`src/logic/dmr_pkg.sv`:
```
// Constants and types for the mode register bank, addresses 17h to 28h.
// Assumes the command decoder and register bank share these encodings.
package dmr_pkg;
  localparam int MA_W = 6;
  localparam int OP_W = 8;
  localparam int MPC_W = 7;
  localparam int BANK_W = 3;
  localparam int NUM_BANKS = 8;
  localparam int CAL_W = 16;
  localparam int DQ_W = 16;
  localparam int MIL_W = 2;
  localparam int TMR_W = 13;
  // ---------------------------------------------------------------
  // Register addresses
  // ---------------------------------------------------------------
  localparam logic [MA_W-1:0] MA_FIRST = 6'h17;
  localparam logic [MA_W-1:0] MA_STROBE_RUNTIME = 6'h17;
  localparam logic [MA_W-1:0] MA_ACT_TRR = 6'h18;
  localparam logic [MA_W-1:0] MA_REPAIR = 6'h19;
  localparam logic [MA_W-1:0] MA_RSVD_A_LO = 6'h1A;
  localparam logic [MA_W-1:0] MA_RSVD_A_HI = 6'h1D;
  localparam logic [MA_W-1:0] MA_TEST = 6'h1E;
  localparam logic [MA_W-1:0] MA_RSVD_B = 6'h1F;
  localparam logic [MA_W-1:0] MA_CAL_A = 6'h20;
  localparam logic [MA_W-1:0] MA_UNUSED_LO = 6'h21;
  localparam logic [MA_W-1:0] MA_UNUSED_HI = 6'h26;
  localparam logic [MA_W-1:0] MA_CAL_B = 6'h28;
  localparam logic [MA_W-1:0] MA_LAST = 6'h28;
  // ---------------------------------------------------------------
  // Reset values and fields
  // ---------------------------------------------------------------
  localparam logic [OP_W-1:0] RST_RUNTIME = 8'h00;
  localparam logic [OP_W-1:0] RST_CAL_A = 8'h5A;
  localparam logic [OP_W-1:0] RST_CAL_B = 8'h3C;
  localparam logic RST_TRR_EN = 1'b0;
  localparam logic [BANK_W-1:0] RST_TRR_BANK = 3'h0;
  localparam int TRR_EN_BIT = 7;
  localparam int TRR_BANK_LSB = 4;
  localparam int ACT_UNLIM_BIT = 3;
  localparam int ACT_CODE_LSB = 0;
  localparam int ACT_CODE_W = 3;
  localparam logic [ACT_CODE_W-1:0] ACT_CODE_RSVD = 3'h7;
  // ---------------------------------------------------------------
  // Command encodings, first tick CA[4:0]
  // ---------------------------------------------------------------
  localparam logic [4:0] CA_MRW1 = 5'h06;
  localparam logic [4:0] CA_MRW2 = 5'h16;
  localparam logic [4:0] CA_MRR1 = 5'h0E;
  localparam logic [4:0] CA_MPC = 5'h00;
  localparam logic [MPC_W-1:0] MPC_OP_STOP_OSC = 7'h4D;
  localparam logic [MPC_W-1:0] MPC_OP_READ_CAL = 7'h43;
  localparam logic [MPC_W-1:0] MPC_OP_START_OSC = 7'h4B;
  // ---------------------------------------------------------------
  // Timer and serializer counts
  // ---------------------------------------------------------------
  localparam logic [1:0] RT_MODE_SHORT = 2'h0;
  localparam logic [1:0] RT_MODE_A = 2'h1;
  localparam logic [1:0] RT_MODE_B = 2'h2;
  localparam int RT_UNIT_SHIFT = 4;
  localparam logic [TMR_W-1:0] RT_LONG_A = 13'h0800;
  localparam logic [TMR_W-1:0] RT_LONG_B = 13'h1000;
  localparam logic [4:0] CAL_BEATS = 5'h10;
  typedef enum logic [1:0] {DMR_DC_IDLE = 2'h0, DMR_DC_SECOND = 2'h1} dmr_dc_state_t;
endpackage

```
`src/logic/dmr_cmd_if.sv`:
```
// Decoded command strobes from the CA decoder to the register bank.
// Assumes one clock domain; strobes are one-cycle pulses.
`timescale 1ns/1ps
interface dmr_cmd_if;
  logic mrw_stb;
  logic [5:0] mrw_addr;
  logic [7:0] mrw_data;
  logic mrr_stb;
  logic [5:0] mrr_addr;
  logic mpc_stb;
  logic [6:0] mpc_op;
  modport dec (output mrw_stb, mrw_addr, mrw_data, mrr_stb, mrr_addr, mpc_stb, mpc_op);
  modport bank (input mrw_stb, mrw_addr, mrw_data, mrr_stb, mrr_addr, mpc_stb, mpc_op);
endinterface

```
`src/logic/dmr_ca_decode.sv`:
```
// Two-tick command capture on the six-lane CA bus.
// Assumes CA and cs are synchronous to clock and qualified by clk_en.
`timescale 1ns/1ps
module dmr_ca_decode
  import dmr_pkg::*;
(
  input wire logic clock,
  input wire logic reset_n,
  input wire logic clk_en,
  input wire logic cs,
  input wire logic [dmr_pkg::MA_W-1:0] ca,
  dmr_cmd_if.dec cmd
);
  dmr_dc_state_t state_q;
  logic [MA_W-1:0] first_q;
  logic mrw_pend_q;
  logic op7_q;

  always_ff @(posedge clock or negedge reset_n)
    if (!reset_n)
    begin
      state_q <= DMR_DC_IDLE;
      first_q <= '0;
    end
    else if (clk_en)
    begin
      case (state_q)
        DMR_DC_IDLE:
          if (cs)
          begin
            state_q <= DMR_DC_SECOND;
            first_q <= ca;
          end
        DMR_DC_SECOND: state_q <= DMR_DC_IDLE;
        default: state_q <= DMR_DC_IDLE;
      endcase
    end

  always_ff @(posedge clock or negedge reset_n)
    if (!reset_n)
    begin
      cmd.mrw_stb <= 1'b0;
      cmd.mrw_addr <= '0;
      cmd.mrw_data <= '0;
      cmd.mrr_stb <= 1'b0;
      cmd.mrr_addr <= '0;
      cmd.mpc_stb <= 1'b0;
      cmd.mpc_op <= '0;
      mrw_pend_q <= 1'b0;
      op7_q <= 1'b0;
    end
    else if (clk_en)
    begin
      cmd.mrw_stb <= 1'b0;
      cmd.mrr_stb <= 1'b0;
      cmd.mpc_stb <= 1'b0;
      if (state_q == DMR_DC_SECOND)
      begin
        case (first_q[4:0])
          CA_MRW1:
          begin
            mrw_pend_q <= 1'b1;
            cmd.mrw_addr <= ca;
            op7_q <= first_q[5];
          end
          CA_MRW2:
            if (mrw_pend_q)
            begin
              mrw_pend_q <= 1'b0;
              cmd.mrw_stb <= 1'b1;
              cmd.mrw_data <= {op7_q, first_q[5], ca};
            end
          CA_MRR1:
          begin
            cmd.mrr_stb <= 1'b1;
            cmd.mrr_addr <= ca;
          end
          CA_MPC:
          begin
            cmd.mpc_stb <= 1'b1;
            cmd.mpc_op <= {first_q[5], ca};
          end
          // An unrecognised command breaks a half-written pair; MRR and MPC leave it pending
          default: mrw_pend_q <= 1'b0;
        endcase
      end
    end
endmodule

```
`src/logic/dmr_strobe_timer.sv`:
```
// Strobe interval timer with run-time auto stop.
// Assumes start and stop_req are one-cycle pulses from the bank.
`timescale 1ns/1ps
module dmr_strobe_timer
  import dmr_pkg::*;
#(
  parameter int CNT_W = dmr_pkg::TMR_W
)
(
  input wire logic clock,
  input wire logic reset_n,
  input wire logic clk_en,
  input wire logic start,
  input wire logic stop_req,
  input wire logic [dmr_pkg::OP_W-1:0] runtime,
  output logic running_q
);
  localparam logic [CNT_W-1:0] CNT_ONE = CNT_W'(1);
  logic [CNT_W-1:0] cnt_q;
  logic [CNT_W-1:0] limit;
  logic auto_stop;

  always_comb
  begin
    limit = '0;
    auto_stop = 1'b0;
    case (runtime[7:6])
      RT_MODE_SHORT:
      begin
        limit = CNT_W'(runtime[5:0]) << RT_UNIT_SHIFT;
        auto_stop = (runtime[5:0] != '0);
      end
      RT_MODE_A:
      begin
        limit = CNT_W'(RT_LONG_A);
        auto_stop = 1'b1;
      end
      RT_MODE_B:
      begin
        limit = CNT_W'(RT_LONG_B);
        auto_stop = 1'b1;
      end
      // Upper bits 11 are undefined: no auto stop, stop command ignored
      default: auto_stop = 1'b0;
    endcase
  end

  always_ff @(posedge clock or negedge reset_n)
    if (!reset_n)
    begin
      running_q <= 1'b0;
      cnt_q <= '0;
    end
    else if (clk_en)
    begin
      if (start)
      begin
        running_q <= 1'b1;
        cnt_q <= '0;
      end
      else if (running_q)
      begin
        cnt_q <= cnt_q + CNT_ONE;
        // Stop command only honoured with runtime zero
        if (stop_req && runtime == RST_RUNTIME)
          running_q <= 1'b0;
        else if (auto_stop && (cnt_q + CNT_ONE) == limit)
          running_q <= 1'b0;
      end
    end
endmodule

```
`src/logic/dmr_mode_regs.sv`:
```
// Mode register bank 17h..28h with timer and calibration output.
// Assumes a single clock; the invert registers and read inversion
// enable come from neighbouring mode registers as plain inputs.
`timescale 1ns/1ps
// Operation
// - Runtime register write-only, resets zero, disables stop
// - Value N stops timer at N*16 clocks
// - Upper bits 01/10 stop at 2048/4096
// - Stop command halts timer when runtime zero
// - Activate count field reports limit code, reserved code 7 as zero
// - Unlimited bit set forces count field zero
// - Row refresh enable and bank are writable
// - Repair flags read one bit per bank
// - Test register writes are ignored
// - Pattern A resets 5Ah, writable, not readable
// - Read calibration sends pattern A then B
// - Patterns serial, LSB first, all lanes
// - Data lanes invertible, mask lanes never
// - Mask lanes idle when read inversion off
// - No bus inversion during calibration output
// - Pattern B resets 3Ch, writable
// - Upper invert bit inverts its upper lane
// - Commands captured over two clock edges
module dmr_mode_regs
  import dmr_pkg::*;
#(
  parameter int BANKS = dmr_pkg::NUM_BANKS
)
(
  input wire logic clock,
  input wire logic reset_n,
  input wire logic clk_en,
  input wire logic cs,
  input wire logic [dmr_pkg::MA_W-1:0] ca,
  input wire logic [dmr_pkg::ACT_CODE_W-1:0] activate_limit_code,
  input wire logic activate_unlimited,
  input wire logic [BANKS-1:0] repair_available,
  input wire logic [dmr_pkg::OP_W-1:0] lower_invert_register,
  input wire logic [dmr_pkg::OP_W-1:0] upper_invert_register,
  input wire logic read_bus_inversion_en,
  output logic rd_valid_q,
  output logic [dmr_pkg::OP_W-1:0] rd_data_q,
  output logic target_row_refresh_en_q,
  output logic [dmr_pkg::BANK_W-1:0] target_row_refresh_bank_q,
  output logic strobe_timer_running_q,
  output logic [dmr_pkg::DQ_W-1:0] dq_q,
  output logic dq_oe_q,
  output logic [dmr_pkg::MIL_W-1:0] mask_invert_lane_q,
  output logic mask_invert_lane_oe_q
);
  import dmr_pkg::*;

  localparam logic [4:0] BEAT_ONE = 5'h01;

  // ---------------------------------------------------------------
  // Command capture
  // ---------------------------------------------------------------
  dmr_cmd_if cmd_bus ();

  dmr_ca_decode u_decode (
    .clock(clock),
    .reset_n(reset_n),
    .clk_en(clk_en),
    .cs(cs),
    .ca(ca),
    .cmd(cmd_bus)
  );

  logic [OP_W-1:0] runtime_q;
  logic [OP_W-1:0] cal_a_q;
  logic [OP_W-1:0] cal_b_q;
  logic [CAL_W-1:0] cal_shift_q;
  logic [4:0] cal_beats_q;
  logic cal_busy;
  logic wr_runtime;
  logic wr_act_trr;
  logic wr_cal_a;
  logic wr_cal_b;
  logic rd_hit;
  logic mpc_start;
  logic mpc_stop;
  logic mpc_read_cal;
  logic [OP_W-1:0] act_read;
  logic [DQ_W-1:0] lane_invert;
  logic [DQ_W-1:0] dq_d;

  assign wr_runtime = cmd_bus.mrw_stb && cmd_bus.mrw_addr == MA_STROBE_RUNTIME;
  assign wr_act_trr = cmd_bus.mrw_stb && cmd_bus.mrw_addr == MA_ACT_TRR;
  assign wr_cal_a = cmd_bus.mrw_stb && cmd_bus.mrw_addr == MA_CAL_A;
  assign wr_cal_b = cmd_bus.mrw_stb && cmd_bus.mrw_addr == MA_CAL_B;
  assign rd_hit = cmd_bus.mrr_stb && cmd_bus.mrr_addr >= MA_FIRST
    && cmd_bus.mrr_addr <= MA_LAST;
  assign mpc_start = cmd_bus.mpc_stb && cmd_bus.mpc_op == MPC_OP_START_OSC;
  assign mpc_stop = cmd_bus.mpc_stb && cmd_bus.mpc_op == MPC_OP_STOP_OSC;
  assign mpc_read_cal = cmd_bus.mpc_stb && cmd_bus.mpc_op == MPC_OP_READ_CAL;
  assign cal_busy = cal_beats_q != '0;

  // ---------------------------------------------------------------
  // Writable registers
  // ---------------------------------------------------------------
  // Writes to the test and reserved addresses match nothing here
  always_ff @(posedge clock or negedge reset_n)
    if (!reset_n)
    begin
      runtime_q <= RST_RUNTIME;
      target_row_refresh_en_q <= RST_TRR_EN;
      target_row_refresh_bank_q <= RST_TRR_BANK;
      cal_a_q <= RST_CAL_A;
      cal_b_q <= RST_CAL_B;
    end
    else if (clk_en)
    begin
      if (wr_runtime)
        runtime_q <= cmd_bus.mrw_data;
      if (wr_act_trr)
      begin
        target_row_refresh_en_q <= cmd_bus.mrw_data[TRR_EN_BIT];
        target_row_refresh_bank_q <= cmd_bus.mrw_data[TRR_BANK_LSB +: BANK_W];
      end
      if (wr_cal_a)
        cal_a_q <= cmd_bus.mrw_data;
      if (wr_cal_b)
        cal_b_q <= cmd_bus.mrw_data;
    end

  // ---------------------------------------------------------------
  // Strobe interval timer
  // ---------------------------------------------------------------
  dmr_strobe_timer #(
    .CNT_W(TMR_W)
  ) u_timer (
    .clock(clock),
    .reset_n(reset_n),
    .clk_en(clk_en),
    .start(mpc_start),
    .stop_req(mpc_stop),
    .runtime(runtime_q),
    .running_q(strobe_timer_running_q)
  );

  // ---------------------------------------------------------------
  // Mode register read
  // ---------------------------------------------------------------
  // Reserved codes are never reported; they read as zero
  always_comb
  begin
    act_read = '0;
    act_read[ACT_UNLIM_BIT] = activate_unlimited;
    if (!activate_unlimited && activate_limit_code != ACT_CODE_RSVD)
      act_read[ACT_CODE_LSB +: ACT_CODE_W] = activate_limit_code;
  end

  // Write-only, test, reserved and unused locations all read zero
  always_ff @(posedge clock or negedge reset_n)
    if (!reset_n)
    begin
      rd_valid_q <= 1'b0;
      rd_data_q <= '0;
    end
    else if (clk_en)
    begin
      rd_valid_q <= rd_hit;
      if (rd_hit)
      begin
        case (cmd_bus.mrr_addr)
          MA_ACT_TRR: rd_data_q <= act_read;
          MA_REPAIR: rd_data_q <= OP_W'(repair_available);
          default: rd_data_q <= '0;
        endcase
      end
    end

  // ---------------------------------------------------------------
  // Read calibration serializer
  // ---------------------------------------------------------------
  // A new request during a burst is dropped, not queued
  always_ff @(posedge clock or negedge reset_n)
    if (!reset_n)
    begin
      cal_shift_q <= '0;
      cal_beats_q <= '0;
    end
    else if (clk_en)
    begin
      if (mpc_read_cal && !cal_busy)
      begin
        cal_shift_q <= {cal_b_q, cal_a_q};
        cal_beats_q <= CAL_BEATS;
      end
      else if (cal_busy)
      begin
        cal_shift_q <= cal_shift_q >> 1;
        cal_beats_q <= cal_beats_q - BEAT_ONE;
      end
    end

  assign lane_invert = {upper_invert_register, lower_invert_register};

  genvar lane;
  generate
    for (lane = 0; lane < DQ_W; lane++)
    begin : g_lane
      // Pure per-lane xor: no bus inversion is ever applied here
      assign dq_d[lane] = cal_shift_q[0] ^ lane_invert[lane];
    end
  endgenerate

  always_ff @(posedge clock or negedge reset_n)
    if (!reset_n)
    begin
      dq_q <= '0;
      dq_oe_q <= 1'b0;
      mask_invert_lane_q <= '0;
      mask_invert_lane_oe_q <= 1'b0;
    end
    else if (clk_en)
    begin
      dq_oe_q <= cal_busy;
      dq_q <= cal_busy ? dq_d : '0;
      // Mask lanes carry the true bit, never inverted
      mask_invert_lane_q <= cal_busy ? {MIL_W{cal_shift_q[0]}} : '0;
      mask_invert_lane_oe_q <= cal_busy && read_bus_inversion_en;
    end
endmodule

```
`config.mk`:
```
export PLATFORM = sky130hd
export DESIGN_NAME = dmr_mode_regs
export DESIGN_NICKNAME = d
export VERILOG_FILES = /design/src/logic/dmr_pkg.sv /design/src/logic/dmr_cmd_if.sv /design/src/logic/dmr_ca_decode.sv /design/src/logic/dmr_strobe_timer.sv /design/src/logic/dmr_mode_regs.sv
export SDC_FILE = /design/constraint.sdc
export NUM_CORES = 1
export LEC_CHECK = 0
export ABC_AREA = 1
export ABC_CLOCK_PERIOD_IN_PS = 2350
export BUFFER_PORTS_ARGS = -buffer_cell sky130_fd_sc_hd__clkbuf_2
export CORE_ASPECT_RATIO = 0.7
export CORE_MARGIN = 2
export CORE_UTILIZATION = 40
export CTS_BUF_LIST = sky130_fd_sc_hd__clkbuf_16
export CTS_CLUSTER_SIZE = 10
export DETAILED_ROUTE_END_ITERATION = 7
export PLACE_DENSITY = 0.65
export SYNTH_ARGS = -nofsm -noshare
export SYNTH_HDL_FRONTEND = slang
export SYNTH_SLANG_ARGS = --single-unit
```
`constraint.sdc`:
```
create_clock -name clock -period 2.35 [get_ports clock]
set_input_delay 0 -clock clock [delete_from_list [all_inputs] [get_ports clock]]
set_output_delay 0 -clock clock [all_outputs]
set_load 0.005 [all_outputs]
```
## Word level (Yosys, flattened, before mapping)

Index checks and enable logic that the tools add are counted.

- Add/subtract/negate cells: 2
- Multipliers: 0
- Div/mod/pow operators: 0
- Order comparisons: 2
- Equality and inequality tests: 18
- Shift-type cells: 0
- Muxes and demuxes: 26
- Bitwise operators: 17
- Reductions and logical operators: 40

Operator list:

| operator | count |
|---|---|
| $mux 16 | 3 |
| $pmux 13 s3 | 1 |
| $mux 13 | 2 |
| $eq 6x5->1 const B | 4 |
| $eq 7x7->1 const B | 3 |
| $pmux 8 s2 | 1 |
| $reduce_and 2->1 | 8 |
| $xor 1x1->1 | 16 |
| $reduce_and 3->1 | 5 |
| $logic_and 1x1->1 | 14 |
| $add 13x1->13 const B | 1 |
| $eq 13x13->1 | 1 |
| $eq 6x6->1 const B | 2 |
| $mux 1 | 11 |
| $mux 5 | 2 |
| $logic_not 8->1 | 1 |
| $ge 6x5->1 const B | 1 |
| $le 6x6->1 const B | 1 |
| $mux 2 | 3 |
| $reduce_bool 6->1 | 1 |
| $eq 5x3->1 const B | 1 |
| $eq 5x4->1 const B | 1 |
| $eq 5x5->1 const B | 1 |
| $logic_not 5->1 | 1 |
| 14 further kinds | 20 |

- Bits in registers: 132
- Latch bits: 0
- Memory bits (writable): 0
- ROM bits: 0
- Input bits: 39
- Output and inout port bits: 34
- Word-level logic and storage cells: 131
- Memories kept: 0

## Longest topological paths before layout

- Depth after elaboration: 8
- Mapped depth: 16

## Hierarchy

Synthesis repeated with hierarchy kept, for this count alone.

- Cell total of the unflattened synthesis: 803
- Area, all modules: 6769.0 um^2

By module, submodules not included:

| module | instances | cells each | area an instance (um^2) | seq. area each (um^2) |
|---|---|---|---|---|
| dmr_mode_regs | 1 | 460 | 3937.5 | 1936.9 |
| dmr_ca_decode | 1 | 155 | 1579.0 | 975.9 |
| dmr_strobe_timer | 1 | 188 | 1252.5 | 350.3 |

## Worst setup path before layout

OpenSTA, ideal clock, no wires.

- Path type: flip-flop to flip-flop
- From: register cal_beats_q[0]
- To: register cal_shift_q[0]
- Library setup time: 130 ps
- Arrival time: 1589 ps
- Required time: 2220 ps
- Path slack: 631 ps
- Cell stages (with the launch flop): 12
- Clock period less this slack: 1719 ps
- Cells stage by stage: dfrtp_1 > inv_1 > ha_1 > nor3b_1 > inv_1 > nor2_1 > inv_1 > nand2_1 > inv_2 > buf_2 > o211ai_1 > o21ai_0

- Cells in the longest elaborated chain, start to end: 5
- Elaborated cells on any way between the ends: 6
- Classes of those cells: mux: 1; reduce/logical: 5

RTL lines:

| what | RTL line | text |
|---|---|---|
| start, declared | dmr_mode_regs.sv:73 | `logic [4:0] cal_beats_q;` |
| start signal, assigned | dmr_mode_regs.sv:193 | `cal_beats_q <= cal_beats_q - BEAT_ONE;` |
| $reduce_bool 5->1 (*) | dmr_mode_regs.sv:96 | `assign cal_busy = cal_beats_q != '0;` |
| $logic_not 1->1 | dmr_mode_regs.sv:185 | `if (mpc_read_cal && !cal_busy)` |
| $logic_and 1x1->1 | dmr_mode_regs.sv:185 |  |
| $reduce_bool 2->1 (no line) | - |  |
| $reduce_and 2->1 (no line) | - |  |
| end signal, assigned | dmr_mode_regs.sv:187 | `cal_shift_q <= {cal_b_q, cal_a_q};` |
| end signal, assigned | dmr_mode_regs.sv:192 | `cal_shift_q <= cal_shift_q >> 1;` |
| end, declared | dmr_mode_regs.sv:72 | `logic [CAL_W-1:0] cal_shift_q;` |

Mark *: on every way between the ends. The rest lies on a longest branch, timed or not.
A chain may end at the register's enable or synchronous reset.

## Final worst setup path

- From: register runtime_q[6]
- To: register u_timer.running_q

- Cells in the longest elaborated chain, start to end: 8
- Elaborated cells on any way between the ends: 14
- Classes of those cells: eq/ne: 3; mux: 6; reduce/logical: 5

RTL lines:

| what | RTL line | text |
|---|---|---|
| start, declared | dmr_mode_regs.sv:69 | `logic [OP_W-1:0] runtime_q;` |
| start signal, assigned | dmr_mode_regs.sv:114 | `runtime_q <= cmd_bus.mrw_data;` |
| $eq 2x2->1, or another cell as far along | dmr_strobe_timer.sv:27 | `case (runtime[7:6])` |
| $pmux 13 s3 or $reduce_or 2->1 (tied branches) | - |  |
| $eq 13x13->1 or $pmux 1 s2 (tied branches) | dmr_strobe_timer.sv:67, dmr_strobe_timer.sv:27 |  |
| $logic_and 1x1->1 | dmr_strobe_timer.sv:67 | `else if (auto_stop && (cnt_q + CNT_ONE) == limit)` |
| $mux 1 | dmr_strobe_timer.sv:67 |  |
| $mux 1 (*) | dmr_strobe_timer.sv:65 | `if (stop_req && runtime == RST_RUNTIME)` |
| $mux 1 (*) | dmr_strobe_timer.sv:61 | `else if (running_q)` |
| $mux 1 (*) | dmr_strobe_timer.sv:56 | `if (start)` |
| end signal, assigned | dmr_strobe_timer.sv:58 | `running_q <= 1'b1;` |
| end signal, assigned | dmr_strobe_timer.sv:66 | `running_q <= 1'b0;` |
| end signal, assigned | dmr_strobe_timer.sv:68 | `running_q <= 1'b0;` |
| end, declared | dmr_strobe_timer.sv:16 | `output logic running_q` |

Marks and branches as above.

==> metrics.yaml <==
status: "completed"
critical-path-top-delay-family: "simple AND/OR/NAND/NOR gates"
yosysWarnings: 0
finalWeightedCongestion: 0.8381
period_minus_slack_ns: 2.044
slowest_delay_ns: 0.41
finalHoldViolations: 0
synth-edff-count: 0
antenna_found_initial: 0
die-width_um: 150.5
worst_setup_hold_path_clk_slew_ns: 0.05
critical_path.max_fanout: 5
slew_headroom_pct: 52.36
endpoint_kind: "register"
yosys.cell_types.count: 38
worstSetupPathType: "reg -> reg"
final.period_utilization_pct: 86.98
required_ns: 2.64
final_core_util_pct: 51.08
cts_made_buffers: 17
wl_per_cell_um: 13.65
syn-cell-area_um2: 6010
rows: 37
antenna_cells: 0
post-synth-top-area-cell: "dfrtp_1"
crit_top_cell: "nand2_1"
syn_nets: 757
yosys-mux-area-fraction_pct: 0
cap_viol_max_count: 0
finalHoldWorstSlack_ns: 0.03006
syn_inst: 712
grt_pass1_vias: 4577
routed_wl_um: 14060
drive_gt1_share_pct: 15.57
grt_use_total_pct: 18.36
startpoint_type: "register"
ir_worst_vdd_mv: 0.5849
nets: 867
post_cts_buffers: 0
die_y_um: 106.6
vias: 5026
yosys_register_bits: 130
setup_viol: 0
grt_pass1_wl_um: 23000
core_area_um2: 14680
synthFlopType: "dfrtp_1"
synth_top_family_by_area: "simple AND/OR/NAND/NOR gates"
clk_latency_ns: 0.41
tightest_slew_ns: 0.7138
synth_top_area_share_pct: 50.80
drt-pass1-iter-count: 5
cp.arrival_ns: 2.34
vias_per_cell: 4.880
hpwlAfterDp_um: 9479
final_max_slew_viol_count: 0
synth_area_per_cell_um2: 8.440
clock.fmax_mhz: 489.2
cts_buffer_depth: 2
die_area_um2: 16040
ant_nets: 0
cts.sinks: 130
synthSimpleGateAreaFrac_pct: 21.80
path_buf_inv: 2
syn2layout_area_growth_pct: 24.73
clock-skew-final_ns: 0.007487
slowest_stage: "dfrtp_1"
p_leak_nw: 3.682
io_buffers: 72
power_density_nw_per_um2: 798.0
htree_levels: 4
drc: 0
synthAdderAreaFrac_pct: 1.249
synthArstFlopShare_pct: 100.0
setup-tns-final_ns: 0
synth_xor_area_share_pct: 2.478
crit_chain: "inv_1 > ha_1 > inv_1 > nor2_1 > nand2_1 > nand3_1 > nand2_1 > nor2_1 > nand2_1 > nor2_1 > nand2_1 > nand2_1 > nand2_1 > nand2_1 > nand2_1"
synth_area_leaders: "dfrtp_1 (51%), nand2_1 (13%), o21ai_0 (9.7%), inv_1 (4.9%), dfstp_2 (3.5%)"
p_total_mw: 5.981
start_util_pct: 40.95
grt_max_degree: 91
synth-seq-area-share_pct: 54.30
root_buffer: "clkbuf_16"
synth_compound_area_share_pct: 13.28
hp-class: "in -> reg"
rsz0062_at_grt: "false"
ios: 73
grt_overflow: 0
drtIter0Drc: 342
cts_tree: "yes"
-- stage by stage --
step                      worst slack, ns  cell area, µm²  std cells
after global placement             0.3670            6568        962
after global routing              0.04180            7496       1030
after CTS                          0.3289            7496       1030
after detailed placement           0.3542            6568        962
final                              0.3059            7496       1030
after floorplan                    0.6308            6010        712
-- final cells by class --
type                    count  area [µm²]
clock inverters            15       142.6
repair buffers            114       784.5
flip-flops and latches    130        3263
fillers                  1333        7179
inverters                  81       304.0
well taps                 195       244.0
clock buffers              17       425.4
multi-input cells         478        2332
-- worst paths after layout --
check | startpoint | to | slack [ns] | cells past startpoint
worst min-delay path | clk_en | u_decode.cmd.mpc_stb$_DFFE_PN0P_ | 0.03 | 2
min in group asynchronous | reset_n | cal_shift_q[2]$_DFFE_PN0P_ | 0.09 | 2
worst max-delay path | runtime_q[6]$_DFFE_PN0P_ | u_timer.running_q$_DFFE_PN0P_ | 0.31 | 15
max in group asynchronous | reset_n | cal_b_q[4]$_DFFE_PN1P_ | 1.43 | 3
worst max register to register | runtime_q[6]$_DFFE_PN0P_ | u_timer.running_q$_DFFE_PN0P_ | 0.31 | 15
worst min register to register | u_decode.cmd.mrw_data[1]$_DFFE_PN0P_ | u_decode.cmd.mrw_data[1]$_DFFE_PN0P_ | 0.48 | 2
-- cells by family (layout without fill, tap and decap cells) --
logic type               after synthesis  after routing
AO/OA/AOI/OAI                        146            146
AND/OR/NAND/NOR                      309            309
adder cells (fa/ha/maj)                6              6
buffers and inverters                104            227
XOR/XNOR                              17             17
flip-flops                           130            130
-- registers in the layout, indices dropped and copies added, names as in the netlist, 6 cells and up --
register               count
u_decode.cmd.mpc_op        7
cal_a_q                    8
u_decode.cmd.mrw_addr      6
u_decode.cmd.mrr_addr      6
u_timer.cnt_q             13
runtime_q                  8
u_decode.cmd.mrw_data      8
dq_q                      16
rd_data_q                  8
u_decode.first_q           6
cal_shift_q               16
cal_b_q                    8
-- Yosys cell counts, types with 2 or more instances --
cell	number
dfstp_2	8
clkbuf_1	13
a21oi_1	4
nand2_2	4
dfrtp_1	122
buf_4	2
o211ai_1	15
nand3b_1	3
nor2_4	2
nor2_1	32
nand4_1	9
ha_1	6
nand3_1	31
o21ai_0	116
nor3_1	5
a32o_1	3
inv_1	79
nand2_1	211
clkbuf_2	2
o22ai_1	4
xnor2_1	17
buf_2	5
nor3_2	2
or2_2	2
nor2_2	2
-- worst register-to-register path, stage by stage, from the launching register on --
cell and delay [ns]:
dfrtp_1 0.41, inv_1 0.10, ha_1 0.24, inv_1 0.06, nor2_1 0.26, nand2_1 0.14, nand3_1 0.11, nand2_1 0.05
nor2_1 0.13, nand2_1 0.07, nor2_1 0.08, nand2_1 0.05, nand2_1 0.07, nand2_1 0.05, nand2_1 0.06, nand2_1 0.04
-- per-layer routing --
metal	share of wire [%]	wire length, µm	GRT usage, %
met5	0	0	0
met4	1.0	142	5.256
met3	6.1	854	3.648
met2	41	5767	25.49
met1	52	7295	28.67
-- what timing repair did --
item	in CTS	in global routing
endpoints found under the hold margin	130	0
resized for setup	0	0
hold buffers	36	0
-- power breakdown --
| part | internal [mW] | switching [mW] | total, mW |
|---|---|---|---|
| combinational | 0.322 | 0.472 | 0.794 |
| sequential | 2.49 | 0.178 | 2.67 |
| clock | 1.55 | 0.975 | 2.52 |
-- cells in the final DEF (no fill, tap or decap), types with 2 or more instances in the layout --
cell	instances
a21oi_1	4
clkbuf_2	71
nand2_1	211
nand4_1	9
nand3b_1	3
a32o_1	3
o211ai_1	15
clkinvlp_4	5
o22ai_1	4
clkinv_2	4
dfstp_2	8
nand3_1	31
nor3_1	5
nor2_2	2
nor3_2	2
nand2_2	4
or2_2	2
inv_1	79
xnor2_1	17
buf_4	5
o21ai_0	116
dfrtp_1	122
ha_1	6
nor2_1	32
clkbuf_16	17
dlygate4sd3_1	36
nor2_4	2
bufinv_16	2
clkinv_1	3
Note: power is estimated with default switching activity, not from simulation.
